==> src/hdl/rsc_pkg.sv <==
// constants and carrier types of the reset source controller
// Function
// - a reset line held low for more than 4 machine cycles, or power application, is an external reset.
// - power-on and pin resets give the same initialisation and restart path, with no flag between them.
// - a watchdog or clock-monitor failure drives the reset line low for fewer than 4 machine cycles.
// - after an internal reset the cause is known and the start address comes from that cause's vector; the code uses FFFE if the line is held past the drive.
// - exactly four reset causes exist: power, external line, clock-monitor failure, watchdog failure.
// - every reset initialises the configuration registers before the vector fetch begins.
// - power-on and pin resets fetch their start address from the shared vector FFFE.
// - watchdog and clock-monitor resets use their own vectors, distinct from the shared one.
// - an illegal instruction traps to the restart handler without a reset or a register reload.
// - an enabled watchdog resets the processor unless it is serviced within the selected time-out.
// - an enabled clock monitor resets the processor when the bus clock stops or fails.
// - the two-bit rate field selects 8.192, 32.768, 131.07 or 524.5 ms as time-out.
// - the clock monitor never resets above 200 kHz and always resets below 10 kHz.
// - the rate field takes writes only in the first 64 cycles after a reset.
package rsc_pkg;

    localparam real CLK_PERIOD_NS = 5.0;

    localparam logic [2:0] EXT_MIN_CYC = 3'h4;
    localparam logic [1:0] DRV_CYC = 2'h3;
    localparam logic [6:0] RATE_WIN_CYC = 7'h40;

    localparam logic [7:0] SVC_ARM = 8'h55;
    localparam logic [7:0] SVC_KICK = 8'hAA;

    localparam logic [15:0] VEC_SHARED = 16'hFFFE;
    localparam logic [15:0] VEC_WDOG_DEF = 16'hFFF0;
    localparam logic [15:0] VEC_CMON_DEF = 16'hFFF2;

    localparam real WD_TO0_MS = 8.192;
    localparam real WD_TO1_MS = 32.768;
    localparam real WD_TO2_MS = 131.07;
    localparam real WD_TO3_MS = 524.5;
    localparam int WD_CYC0 = $rtoi(WD_TO0_MS * 1.0e6 / CLK_PERIOD_NS);
    localparam int WD_CYC1 = $rtoi(WD_TO1_MS * 1.0e6 / CLK_PERIOD_NS);
    localparam int WD_CYC2 = $rtoi(WD_TO2_MS * 1.0e6 / CLK_PERIOD_NS);
    localparam int WD_CYC3 = $rtoi(WD_TO3_MS * 1.0e6 / CLK_PERIOD_NS);

    localparam real CM_FAST_KHZ = 200.0;
    localparam real CM_SLOW_KHZ = 10.0;
    // trip on a stall of one slow half period, far above the fast one
    localparam int CM_LIM_CYC = $rtoi(1.0e6 / (2.0 * CM_SLOW_KHZ)
                                      / CLK_PERIOD_NS);
    localparam int CM_FAST_HALF_CYC = $rtoi(1.0e6 / (2.0 * CM_FAST_KHZ)
                                            / CLK_PERIOD_NS);

    localparam int WD_W = 27;
    localparam int CM_W = 16;

    typedef enum logic [1:0] {
        RSC_ST_EXT,
        RSC_ST_DRIVE,
        RSC_ST_SAMPLE,
        RSC_ST_RUN
    } rsc_phase_e;

    typedef struct packed {
        logic req;
        logic [15:0] addr;
    } rsc_fetch_s;

    typedef struct packed {
        logic wdog;
        logic cmon;
    } rsc_cause_s;

endpackage : rsc_pkg

==> src/hdl/rsc_reset_source_controller.sv <==
// reset source controller: filters, drives and vectors the reset line
`timescale 1ns/100ps
`default_nettype none
module rsc_reset_source_controller #(
    parameter int WD_T0 = rsc_pkg::WD_CYC0,
    parameter int WD_T1 = rsc_pkg::WD_CYC1,
    parameter int WD_T2 = rsc_pkg::WD_CYC2,
    parameter int WD_T3 = rsc_pkg::WD_CYC3,
    parameter int CM_LIM = rsc_pkg::CM_LIM_CYC,
    parameter logic [15:0] VEC_WDOG = rsc_pkg::VEC_WDOG_DEF,
    parameter logic [15:0] VEC_CMON = rsc_pkg::VEC_CMON_DEF
) (
    // clock and power-on reset
    input wire logic clk,
    input wire logic nrst,
    // shared open-drain reset line
    input wire logic rst_line_in,
    output logic rst_line_out,
    output logic rst_line_oe_n,
    // watchdog_unit control
    input wire logic wdog_en,
    input wire logic rate_wr,
    input wire logic timeout_select_lo,
    input wire logic timeout_select_hi,
    input wire logic svc_wr,
    input wire logic [7:0] watchdog_service_reg,
    // clock monitor
    input wire logic cmon_en,
    input wire logic bus_clk_in,
    // core side
    input wire logic illegal_op,
    output logic core_rst,
    output logic cfg_init,
    output rsc_pkg::rsc_fetch_s fetch,
    output rsc_pkg::rsc_cause_s cause,
    output logic trap_restart
);
    import rsc_pkg::*;

    generate
        if (WD_T0 < 2 || WD_T3 >= (1 << WD_W) || WD_T1 < WD_T0
            || WD_T2 < WD_T1 || WD_T3 < WD_T2) begin : g_bad_wd
            $error("watchdog time-out counts out of range");
        end
        if (CM_LIM <= CM_FAST_HALF_CYC || CM_LIM >= (1 << CM_W))
        begin : g_bad_cm
            $error("clock monitor limit out of range");
        end
    endgenerate

    function automatic logic [WD_W-1:0] wd_limit(input logic [1:0] sel);
        logic [WD_W-1:0] lim;
        lim = WD_W'(WD_T0);
        unique case (sel)
            2'h0: lim = WD_W'(WD_T0);
            2'h1: lim = WD_W'(WD_T1);
            2'h2: lim = WD_W'(WD_T2);
            2'h3: lim = WD_W'(WD_T3);
        endcase
        return lim;
    endfunction : wd_limit

    rsc_phase_e st_r;
    rsc_phase_e st_nxt;
    logic init_r;
    logic init_nxt;
    logic [2:0] ext_cnt_r;
    logic [2:0] ext_cnt_nxt;
    logic [1:0] drv_cnt_r;
    logic [6:0] win_cnt_r;
    logic [1:0] rate_r;
    logic arm_r;
    logic [WD_W-1:0] wd_cnt_r;
    logic bus_clk_d_r;
    logic [CM_W-1:0] cm_cnt_r;
    rsc_cause_s cause_nxt;
    logic core_rst_r;
    logic cfg_init_r;
    logic oe_n_r;
    logic line_out_r;
    rsc_fetch_s fetch_r;
    rsc_cause_s cause_r;
    logic trap_r;

    // decoding
    wire running = (st_r == RSC_ST_RUN) && !init_r;
    wire line_low = !rst_line_in;
    wire ext_trip = running && line_low
                    && (ext_cnt_r == EXT_MIN_CYC);
    wire rate_ok = running && rate_wr
                   && (win_cnt_r < RATE_WIN_CYC);
    wire svc_arm = svc_wr && (watchdog_service_reg == SVC_ARM);
    wire svc_kick = svc_wr && arm_r
                    && (watchdog_service_reg == SVC_KICK);
    wire [WD_W-1:0] wd_lim = wd_limit(rate_r);
    wire wd_fail = running && wdog_en && (wd_cnt_r == wd_lim);
    wire cm_edge = bus_clk_in != bus_clk_d_r;
    wire cm_fail = running && cmon_en
                   && (cm_cnt_r == CM_W'(CM_LIM));
    wire int_fail = !ext_trip && (wd_fail || cm_fail);
    wire drv_done = (st_r == RSC_ST_DRIVE) && (drv_cnt_r == DRV_CYC - 2'h1);
    wire fetch_go = (st_r == RSC_ST_RUN) && init_r;
    wire [15:0] vec_sel = cause_r.wdog ? VEC_WDOG :
                          cause_r.cmon ? VEC_CMON : VEC_SHARED;

    // sequencing of the reset phases
    always_comb begin
        st_nxt = st_r;
        init_nxt = init_r;
        cause_nxt = cause_r;
        unique case (st_r)
            RSC_ST_EXT: begin
                // power-up and pin resets share this path
                cause_nxt = '0;
                if (!line_low) begin
                    st_nxt = RSC_ST_RUN;
                    init_nxt = 1'b1;
                end
            end
            RSC_ST_DRIVE: begin
                if (drv_done) begin
                    st_nxt = RSC_ST_SAMPLE;
                end
            end
            RSC_ST_SAMPLE: begin
                // someone else still holds the line: treat as external
                if (line_low) begin
                    st_nxt = RSC_ST_EXT;
                    cause_nxt = '0;
                end else begin
                    st_nxt = RSC_ST_RUN;
                    init_nxt = 1'b1;
                end
            end
            RSC_ST_RUN: begin
                if (init_r) begin
                    init_nxt = 1'b0;
                end else if (ext_trip) begin
                    st_nxt = RSC_ST_EXT;
                end else if (int_fail) begin
                    st_nxt = RSC_ST_DRIVE;
                    // clock failure wins when both fire together
                    cause_nxt.cmon = cm_fail;
                    cause_nxt.wdog = !cm_fail;
                end
            end
        endcase
    end

    assign ext_cnt_nxt = (running && line_low) ? ext_cnt_r + 3'h1 : 3'h0;

    always_ff @(posedge clk or negedge nrst) begin
        if (!nrst) begin
            st_r <= RSC_ST_EXT;
            init_r <= 1'b0;
            cause_r <= '0;
        end else begin
            st_r <= st_nxt;
            init_r <= init_nxt;
            cause_r <= cause_nxt;
        end
    end

    always_ff @(posedge clk or negedge nrst) begin
        if (!nrst) begin
            ext_cnt_r <= 3'h0;
            drv_cnt_r <= 2'h0;
        end else begin
            ext_cnt_r <= ext_trip ? 3'h0 : ext_cnt_nxt;
            drv_cnt_r <= (st_r == RSC_ST_DRIVE) ? drv_cnt_r + 2'h1 : 2'h0;
        end
    end

    // line drive: short pulse so outside filters do not see a pin reset
    always_ff @(posedge clk or negedge nrst) begin
        // open-drain data stays low; only the enable moves
        if (!nrst) begin
            oe_n_r <= 1'b1;
            line_out_r <= 1'b0;
        end else begin
            oe_n_r <= !(st_nxt == RSC_ST_DRIVE);
            line_out_r <= 1'b0;
        end
    end

    // core held through every reset phase and the init cycle
    always_ff @(posedge clk or negedge nrst) begin
        if (!nrst) begin
            core_rst_r <= 1'b1;
            cfg_init_r <= 1'b0;
            fetch_r <= '0;
        end else begin
            core_rst_r <= (st_nxt != RSC_ST_RUN) || init_nxt;
            cfg_init_r <= init_nxt && !init_r;
            fetch_r.req <= fetch_go;
            fetch_r.addr <= fetch_go ? vec_sel : fetch_r.addr;
        end
    end

    // trap restarts the core without touching the line
    always_ff @(posedge clk or negedge nrst) begin
        if (!nrst) begin
            trap_r <= 1'b0;
        end else begin
            trap_r <= running && illegal_op && !ext_trip
                      && !int_fail;
        end
    end

    // rate field: reloaded on every reset, locked after the window
    always_ff @(posedge clk or negedge nrst) begin
        if (!nrst) begin
            win_cnt_r <= 7'h00;
            rate_r <= 2'h0;
        end else if (!running) begin
            win_cnt_r <= 7'h00;
            rate_r <= 2'h0;
        end else begin
            if (win_cnt_r < RATE_WIN_CYC) begin
                win_cnt_r <= win_cnt_r + 7'h01;
            end
            if (rate_ok) begin
                rate_r <= {timeout_select_hi, timeout_select_lo};
            end
        end
    end

    // watchdog_unit: any other value leaves the arm state alone
    always_ff @(posedge clk or negedge nrst) begin
        if (!nrst) begin
            arm_r <= 1'b0;
            wd_cnt_r <= '0;
        end else if (!running || !wdog_en) begin
            arm_r <= 1'b0;
            wd_cnt_r <= '0;
        end else begin
            if (svc_arm) begin
                arm_r <= 1'b1;
            end else if (svc_kick) begin
                arm_r <= 1'b0;
            end
            wd_cnt_r <= svc_kick ? '0 : wd_cnt_r + WD_W'(1);
        end
    end

    // clock monitor: stall length between bus clock transitions
    always_ff @(posedge clk or negedge nrst) begin
        if (!nrst) begin
            bus_clk_d_r <= 1'b0;
            cm_cnt_r <= '0;
        end else begin
            bus_clk_d_r <= bus_clk_in;
            if (!running || !cmon_en || cm_edge) begin
                cm_cnt_r <= '0;
            end else if (cm_cnt_r != CM_W'(CM_LIM)) begin
                cm_cnt_r <= cm_cnt_r + CM_W'(1);
            end
        end
    end

    assign rst_line_out = line_out_r;
    assign rst_line_oe_n = oe_n_r;
    assign core_rst = core_rst_r;
    assign cfg_init = cfg_init_r;
    assign fetch = fetch_r;
    assign cause = cause_r;
    assign trap_restart = trap_r;
endmodule : rsc_reset_source_controller
`default_nettype wire

==> config.mk <==
export PLATFORM = sky130hd
export DESIGN_NAME = rsc_reset_source_controller
export DESIGN_NICKNAME = d
export VERILOG_FILES = /design/src/hdl/rsc_pkg.sv /design/src/hdl/rsc_reset_source_controller.sv
export SDC_FILE = /design/constraint.sdc
export NUM_CORES = 1
export LEC_CHECK = 0
export BUFFER_PORTS_ARGS = -buffer_cell sky130_fd_sc_hd__buf_2
export CAP_MARGIN = 15
export CORE_UTILIZATION = 63
export CTS_BUF_LIST = sky130_fd_sc_hd__clkbuf_16
export DETAILED_ROUTE_END_ITERATION = 12
export PLACE_DENSITY = 0.85
export SLEW_MARGIN = 15
export SYNTH_ARGS = -nofsm -noshare
export SYNTH_HDL_FRONTEND = slang
export SYNTH_SLANG_ARGS = --single-unit
==> constraint.sdc <==
create_clock -name clk -period 4.44 [get_ports clk]
set_clock_uncertainty 0.1 [all_clocks]
set_input_delay 1.332 -clock clk [delete_from_list [all_inputs] [get_ports clk]]
set_output_delay 1.332 -clock clk [all_outputs]
set_load 0.02 [all_outputs]
* After elaboration in Yosys (flattened, before gate mapping) *
Index checks and enable logic that the tools add are counted.

storage, ports and cells
  output and inout port bits = 24
  logic and storage cells = 117
  bits of input ports = 19
  flip-flop bits (word level) = 85

cells by class
  mux-type cells = 31
  order comparisons = 1
  reductions and logical operators = 40
  equal/unequal tests = 22
  add/subtract/negate cells = 5

operators by type and width
  kind                   count
  $pmux 27 s4            1
  $mux 27                2
  $mux 16                2
  $add 27x1->27 const B  1
  $eq 27x27->1           1
  $mux 2                 13
  $logic_and 1x1->1      19
  $add 16x1->16 const B  1
  $eq 16x14->1 const B   1
  $ne 16x14->1 const B   1
  $mux 7                 2
  $eq 2x2->1 const B     5
  $ne 2x2->1 const B     5
  $logic_not 1->1        9
  $eq 8x7->1 const B     1
  $eq 8x8->1 const B     1
  $mux 4                 2
  $pmux 2 s4             1
  $add 7x1->7 const B    1
  $lt 7x7->1 const B     1
  $eq 2x1->1 const B     3
  $mux 3                 2
  $pmux 2 s3             1
  $reduce_bool 3->1      2
  12 further kinds       21

* Depth between registers and ports, before layout *
Gate-level depths: netlist of run 1.

  depth in word-level cells = 12
  gate-level depth with buffers = 8
  gate-level depth less buffers = 7

* Least setup slack after synthesis of run 1 *
Ideal clock, no wire load.

  path type = input port to flip-flop
  start = input wdog_en
  end = register cause_r, in the netlist cause[0]
  library setup time = 0.126 ns
  stages on the path = 4
  arrival = 2.480 ns
  required time = 4.214 ns
  slack = 1.734 ns
  buffers on the path = 0
  cell sequence = and3_1 nand3_1 or4_4 a311o_1

between the ends
  longest elaborated chain between the ends = 6

RTL lines
  element                            line                                RTL
  from (decl)                        rsc_reset_source_controller.sv:21   input wire logic wdog_en,
  $logic_and 1x1->1 (2 in a row)     rsc_reset_source_controller.sv:96   wire wd_fail = running && wdog_en && (wd_cnt_r == wd_lim);
  $logic_or 1x1->1                   rsc_reset_source_controller.sv:100  wire int_fail = !ext_trip && (wd_fail || cm_fail);
  $logic_and 1x1->1                  rsc_reset_source_controller.sv:100
  $ne 2x2->1 (no source line)        -
  $reduce_and 5->1 (no source line)  -
  to (signal assigned)               rsc_reset_source_controller.sv:160  cause_r <= cause_nxt;
  to (decl)                          rsc_reset_source_controller.sv:82   rsc_cause_s cause_r;

No other way between the ends.
A chain may end at the register's enable or synchronous reset.

* Worst setup path in the final report of run 1 *
  start = input svc_wr
  end = register wd_cnt_r[25]

between the ends
  longest elaborated chain between the ends = 4

RTL lines
  element               line                                RTL
  from (decl)           rsc_reset_source_controller.sv:25   input wire logic svc_wr,
  $logic_and 1x1->1     rsc_reset_source_controller.sv:93   wire svc_kick = svc_wr && arm_r
  $logic_and 1x1->1     rsc_reset_source_controller.sv:94   && (watchdog_service_reg == SVC_KICK);
  $mux 27               rsc_reset_source_controller.sv:242  wd_cnt_r <= svc_kick ? '0 : wd_cnt_r + WD_W'(1);
  $mux 27               rsc_reset_source_controller.sv:233  end else if (!running || !wdog_en) begin
  to (signal assigned)  rsc_reset_source_controller.sv:242
  to (decl)             rsc_reset_source_controller.sv:73   logic [WD_W-1:0] wd_cnt_r;

No other way between the ends.

==> results of run 1 <==
[metal layers]
| layer | vias to the layer above | share of wire, % |
|---|---|---|
| met1 | 1478 | 44 |
| met3 | 21 | 4.0 |
| met2 | 81 | 50 |
| met5 | - | 0 |
| li1 | 1402 | - |
| met4 | 0 | 2.6 |
[worst max-delay path by stage]
stage	end	startpoint	slack, ns	cells after the start
finish	wd_cnt_r[25]	svc_wr	1.56	6
global route	wd_cnt_r[25]	svc_wr	1.35	6
CTS	wd_cnt_r[25]	svc_wr	1.56	6
detailed placement	wd_cnt_r[24]	svc_wr	1.21	6
global placement	wd_cnt_r[25]	svc_wr	1.28	6
floorplan	cause[0]	wdog_en	1.73	4
[power breakdown]
part           switching [mW]  leakage (nW)  total (mW)  internal [mW]
logic                   0.267         0.722       0.397          0.131
clock network           0.276         0.141       0.711          0.434
registers              0.0558         0.976       0.782          0.727
total                   0.599          1.84        1.89           1.29
[registers in the layout (all words and copies together), names as in the netlist]
signal,flops
cause,2
trap_restart,1
cm_cnt_r,16
arm_r,1
drv_cnt_r,2
bus_clk_d_r,1
rate_r,2
rst_line_oe_n,1
cfg_init,1
st_r,2
fetch,4
init_r,1
win_cnt_r,7
core_rst,1
wd_cnt_r,27
ext_cnt_r,3
[synth_stat cells (2+ instances only)]
cell type | n | area share (%)
nor3_1 | 4 | 0.54
and2_1 | 6 | 1.0
nor2_1 | 61 | 6.1
a21oi_1 | 9 | 1.2
nand4_1 | 16 | 2.7
and4_1 | 3 | 0.71
nor4b_1 | 3 | 0.71
nor2b_1 | 3 | 0.50
dfstp_2 | 2 | 1.4
ha_1 | 12 | 4.0
nand3_1 | 22 | 3.0
o22ai_1 | 4 | 0.67
inv_1 | 17 | 1.7
or4_1 | 5 | 1.0
nand3b_1 | 2 | 0.40
nor4bb_1 | 4 | 1.1
dfrtp_1 | 70 | 47
a211oi_1 | 2 | 0.40
xnor2_1 | 13 | 3.1
nand4b_1 | 3 | 0.71
or3_1 | 8 | 1.3
o21ai_0 | 12 | 1.6
clkbuf_1 | 6 | 0.60
nand2b_1 | 2 | 0.34
xor2_1 | 28 | 6.6
a31oi_1 | 2 | 0.34
buf_4 | 14 | 2.8
nor4_1 | 3 | 0.50
and3_1 | 7 | 1.2
o211ai_1 | 3 | 0.60
nand2_1 | 28 | 2.8
mux2i_1 | 4 | 1.1
[cell families (layout without fill, tap and decap cells)]
family | Yosys count | after routing | share of synthesized area (%)
AOI/OAI and AO/OA | 37 | 37 | 6.009
xor gates and xnor gates | 41 | 41 | 9.634
adders and majority gates | 12 | 12 | 4.028
buffers and inverters | 37 | 74 | 5.136
DFF | 72 | 72 | 48.41
muxes | 4 | 4 | 1.074
other | 1 | 2 | 0.1006
and+or+nand+nor | 184 | 184 | 25.61
[layout make-up]
| class | count | area share (%) |
|---|---|---|
| clock buffers | 9 | 5.349 |
| inverters | 17 | 1.516 |
| clock inverters | 7 | 1.694 |
| flip-flops and latches | 72 | 42.85 |
| repair buffers | 41 | 5.230 |
| well taps | 72 | 2.140 |
| multi-input cells | 280 | 41.22 |
[stage by stage]
stage | power, mW | hold WS (ns) | utilization (%)
floorplan | 1.084 | 0.3032 | -
global placement | 1.162 | 0.3151 | 69.79
detailed placement | 1.183 | 0.3170 | 69.79
CTS | 1.900 | 0.3247 | 75.08
global route | 1.980 | 0.3497 | 75.08
finish | 1.890 | 0.3224 | 75.08
==> flow_summary.json, run 1 <==
{
  "status": "completed",
  "met2_usage_pct": 47.22,
  "grt_pass1_vias": 2885,
  "drc_errors": 0,
  "slowest_delay_ns": 0.68,
  "use_met1_pct": 35.74,
  "dpl_cell_area_um2": 3914,
  "clk_pin_slew_ns": 0.06,
  "path_common_cell": "nand2_1",
  "initial_core_util_pct": 66.47,
  "cts_hold_buf": 0,
  "pre_cts_ws_ns": 1.212,
  "seq_area_frac_synth_pct": 48.41,
  "routedWlPerCell_um": 15.87,
  "period_needed_ns": 2.884,
  "dr.first_iter.drc_count": 247,
  "slowest_stage": "or4_1",
  "grt_util_all_layers_pct": 28.46,
  "synth_edf_count": 0,
  "vias_per_cell": 5.988,
  "hp-start": "drv_cnt_r[0]",
  "critPathKind": "in2reg",
  "die_y_um": 78.92,
  "hp-class": "reg2reg",
  "ios": 43,
  "dieWidth_um": 78.92,
  "top_usage_layer": "met2",
  "dp.cells": 482,
  "fin_nets": 452,
  "cts-resized-gates": 0,
  "synthCells": 388,
  "drive_above_1_share_pct": 14.08,
  "vdd_drop_max_uv": 443.4,
  "cts_buffers": 9,
  "stdcell_count": 498,
  "hpwl_um": 5119,
  "max_freq_ghz": 0.3468,
  "crit_required_ns": 4.61,
  "slew_viol_final": 0,
  "post-route-period-util_pct": 64.95,
  "synth-seq-cells": 72,
  "worst-path-max-fanout": 26,
  "rsz0062_at_grt": "false",
  "rows": 27,
  "regArea_um2": 1804,
  "rr_worst_depth": 7,
  "layout_common_cells": "70 x dfrtp_1, 61 x nor2_1, 40 x buf_2",
  "multi_input_area_um2": 1735,
  "min_path_cells": 1,
  "syn_to_final_growth_pct": 12.96,
  "cp.arrival_ns": 3.06,
  "worst_setup_path_start_kind": "input port",
  "final_common_cell": "dfrtp_1",
  "synth.cell_area_um2": 3727,
  "antenna_left": 0,
  "r2r_slack_ns": 1.63,
  "clock_path_buffers": 2,
  "path_cells": "buf_2, and4b_1, nand4b_1, nand2_1, or4_1, nand2_1",
  "synth.distinct_cells": 42,
  "r2r_end": "cause[0]",
  "p_per_area_nw_per_um2": 449.0,
  "final_area_um2": 4210,
  "slew_headroom_pct": 43.46,
  "core_area_um2": 5608,
  "timing.setup.tns_ns": 0,
  "dr.pass1.iters": 4,
  "r2r_start": "rate_r[0]",
  "cts.sinks": 72,
  "worstMarginPinSlew_ns": 0.8461,
  "fin_ws_ns": 1.556,
  "portBuffers": 40,
  "min_to": "drv_cnt_r[0]",
  "grt_max_degree": 73,
  "clk_latency_ns": 0.33,
  "cts_tree": "done",
  "gr-usage-met3_pct": 5.402,
  "crit_path_end_kind": "flop",
  "synth_ff_type": "dfrtp_1",
  "htree_num_levels": 3,
  "gp_congestion": 0.8419,
  "power_leakage_nw": 1.839,
  "diodes": 0,
  "maxCapViolCount": 0,
  "grt_pass1_wl_um": 13410,
  "wl_um": 7904,
  "fillers": 358,
  "ys_warn_count": 0,
  "gr-total-overflow": 0,
  "avgSynthCellArea_um2": 9.607,
  "crit_buf_inv": 1,
  "cts_root_buffer": "clkbuf_16",
  "finalHoldViolCount": 0,
  "die_area_um2": 6228,
  "setup_viol": 0,
  "vias": 2982,
  "postSynth.asyncResetShare_pct": 100.0,
  "post-cts-setup-buffers": 0,
  "antenna_found_initial": 0,
  "crit_family": "simple AND/OR/NAND/NOR gates"
}
Power figures use the tool's default switching activity.
==> run 2, diff against run 1 <==
- ABC_AREA: not set -> 1
- CORE_UTILIZATION: 63 -> 53
- PLACE_DENSITY: 0.85 -> 0.76
- clock period: 4.44 -> 2.4 ns (I/O delays scaled with it)
==> run 2 against run 1 <==
  * Sequential power rose by 84%
  * First-iteration DRC count rose by 9.3%
  * Setup slack got worse by 1.2 ns
  * Total power rose by 97%
  * Cell count rose by 35%
  * Count of clock-buffer cells in the layout did not move
  * Hold slack got worse by 0.023 ns
  * Critical path depth rose by 7
  * Via count rose by 20%
  * Global-route usage fell by 4.4 points
  * Critical endpoint is now cause[0]
  * Highest routed layer unchanged
==> flow_summary.json, run 2 <==
{
  "hpwl_um": 6405,
  "cts_hold_buf": 0,
  "vias": 3566,
  "setup_viol": 0,
  "synth_compound_area_share_pct": 8.561,
  "syn_to_final_growth_pct": 13.05,
  "critPathKind": "reg2reg",
  "routed.top_layer": "met4",
  "initial_core_util_pct": 55.93,
  "grt_util_all_layers_pct": 24.04,
  "drive_above_1_share_pct": 15.94,
  "crit_path_end": "cause[0]",
  "cts.sinks": 72,
  "clk_pin_slew_ns": 0.06,
  "htree_num_levels": 3,
  "fillers": 643,
  "cts_tree": "done",
  "slew_viol_final": 0,
  "crit_required_ns": 2.52,
  "vias_per_cell": 5.322,
  "synth_xor_area_share_pct": 2.338,
  "wl_um": 8810,
  "timing.setup.tns_ns": 0,
  "cts_buffers": 9,
  "status": "completed",
  "routedWlPerCell_um": 13.15,
  "dieWidth_um": 90.19,
  "synth.area.top_cells": "dfrtp_1 43%, nand2_1 8.5%, inv_1 7.5%",
  "fin_ws_ns": 0.3933,
  "grt_pass1_vias": 3439,
  "portBuffers": 40,
  "stdcell_count": 670,
  "met1Wirelength_um": 3883,
  "fin_nets": 597,
  "layout_common_cells": "93 x nand2_1, 83 x inv_1, 70 x dfrtp_1",
  "wl_met2_um": 4219,
  "post-route-period-util_pct": 83.61,
  "synth.distinct_cells": 39,
  "post-cts-setup-buffers": 0,
  "cts-resized-gates": 0,
  "largest_reg_flops": 27,
  "synthAdderAreaFrac_pct": 3.643,
  "hp-class": "in2async",
  "clk_latency_ns": 0.33,
  "gr-total-overflow": 0,
  "core_area_um2": 7370,
  "finalHoldViolCount": 0,
  "cp.arrival_ns": 2.13,
  "synthMuxAreaShare_pct": 0,
  "antenna_left": 0,
  "largest_register": "wd_cnt_r",
  "gp_congestion": 0.9355,
  "postSynth.asyncResetShare_pct": 100.0,
  "vdd_drop_max_uv": 384.0,
  "synthCells": 531,
  "p_per_area_nw_per_um2": 801.1,
  "grt_pass1_wl_um": 15610,
  "ys_warn_count": 0,
  "ios": 43,
  "rsz0062_at_grt": "false",
  "r2r_end": "cause[0]",
  "synth_top_family_by_area": "simple AND/OR/NAND/NOR gates",
  "period_needed_ns": 2.007,
  "maxCapViolCount": 0,
  "pre_cts_ws_ns": 0.4192,
  "rows": 31,
  "yosysTopAreaCell": "dfrtp_1",
  "synth_edf_count": 0,
  "drc_errors": 0,
  "synth_top_area_share_pct": 42.50,
  "max_freq_ghz": 0.4983,
  "crit_path_end_kind": "flop",
  "crit_start": "rate_r[0]",
  "seq_area_frac_synth_pct": 43.78,
  "r2r_start": "rate_r[0]",
  "avgSynthCellArea_um2": 7.762,
  "die_y_um": 90.19,
  "r2r_slack_ns": 0.39,
  "cts_root_buffer": "clkbuf_16",
  "synth-seq-cells": 72,
  "utilization_pct": 63.23,
  "synth_common_cells": "93 x nand2_1, 82 x inv_1, 70 x dfrtp_1, 63 x nor2_1, 29 x nand3_1",
  "wl_met3_um": 499,
  "grt_max_degree": 73,
  "final_common_cell": "nand2_1",
  "whs_ns": 0.2998,
  "dp.cells": 654,
  "yosys.area_share.simple_pct": 30.21,
  "clock_path_buffers": 2,
  "synth_ff_type": "dfrtp_1",
  "reg_top3": "wd_cnt_r (27), cm_cnt_r (16), win_cnt_r (7)",
  "dr.pass1.iters": 5,
  "die_area_um2": 8133,
  "power_leakage_nw": 2.164,
  "worst_setup_path_start_kind": "flop",
  "antenna_found_initial": 0,
  "yosysMostFrequentCell": "nand2_1",
  "worst-path-max-fanout": 5,
  "synth.cell_area_um2": 4121,
  "diodes": 0,
  "dr.first_iter.drc_count": 270,
  "rr_worst_depth": 13
}
==> run 2: cell count changes in the layout (fill, tap and decap cells not counted), sizes merged, moves of 10 or more <==
cell and change:
xnor2 -10, o21ai +13, nor3 +20, nor2 +15, xor2 -20, inv +71
nand3 +10, a21oi +19, nand2 +68
==> run 2: worst min path at each step <==
stage	to	cells after the start	start
global route	wd_cnt_r[6]	2	nrst
finish	wd_cnt_r[2]	2	nrst
CTS	wd_cnt_r[24]	2	nrst
floorplan	drv_cnt_r[0]	1	drv_cnt_r[0]
global placement	drv_cnt_r[0]	1	drv_cnt_r[0]
detailed placement	drv_cnt_r[0]	1	drv_cnt_r[0]
==> run 2: metrics by stage <==
stage	total power, mW	instance area (um2)
floorplan	2.101	4125
global placement	2.284	4338
detailed placement	2.322	4338
CTS	3.766	4659
global route	3.938	4659
finish	3.733	4659
==> run 2: cells by family (layout without fill, tap and decap cells) <==
| kind of cell | after synthesis | count (layout) |
|---|---|---|
| adders and majority gates | 12 | 12 |
| xor gates and xnor gates | 11 | 11 |
| and+or+nand+nor | 263 | 263 |
| DFF | 72 | 72 |
| AOI/OAI and AO/OA | 65 | 65 |
| buffers and inverters | 107 | 146 |
| other | 1 | 2 |
==> run 2: per-layer routing <==
metal,vias to the layer above,track usage (%)
met5,-,0
met4,0,10.35
met3,19,4.146
met2,106,38.10
met1,1669,32.52
li1,1772,-
==> run 2: cell type report <==
cell class,instances,area (um2),area share (%)
Inverter,88,330.3,7.089
Clock inverter,7,96.34,2.068
Sequential cell,72,1804,38.72
Multi-Input combinational cell,353,1852,39.74
Clock buffer,9,225.2,4.834
Timing Repair Buffer,42,227.7,4.887
Tap cell,99,123.9,2.658
==> run 2: worst max-delay path, stage by stage (launching register included) <==
cell     delay [ns]
dfrtp_1        0.43
inv_1          0.12
ha_1           0.26
inv_1          0.15
nand2_1        0.08
o21ai_0        0.07
nor2_1         0.11
nand2_1        0.08
nor2_1         0.10
nand3_1        0.13
nand3_1        0.09
nand2_1        0.07
nand2_1        0.06
nand2_1        0.05
==> run 2: power breakdown <==
group	switching, mW	internal (mW)
Sequential	0.0965	1.35
Clock	0.515	0.911
Combinational	0.583	0.279
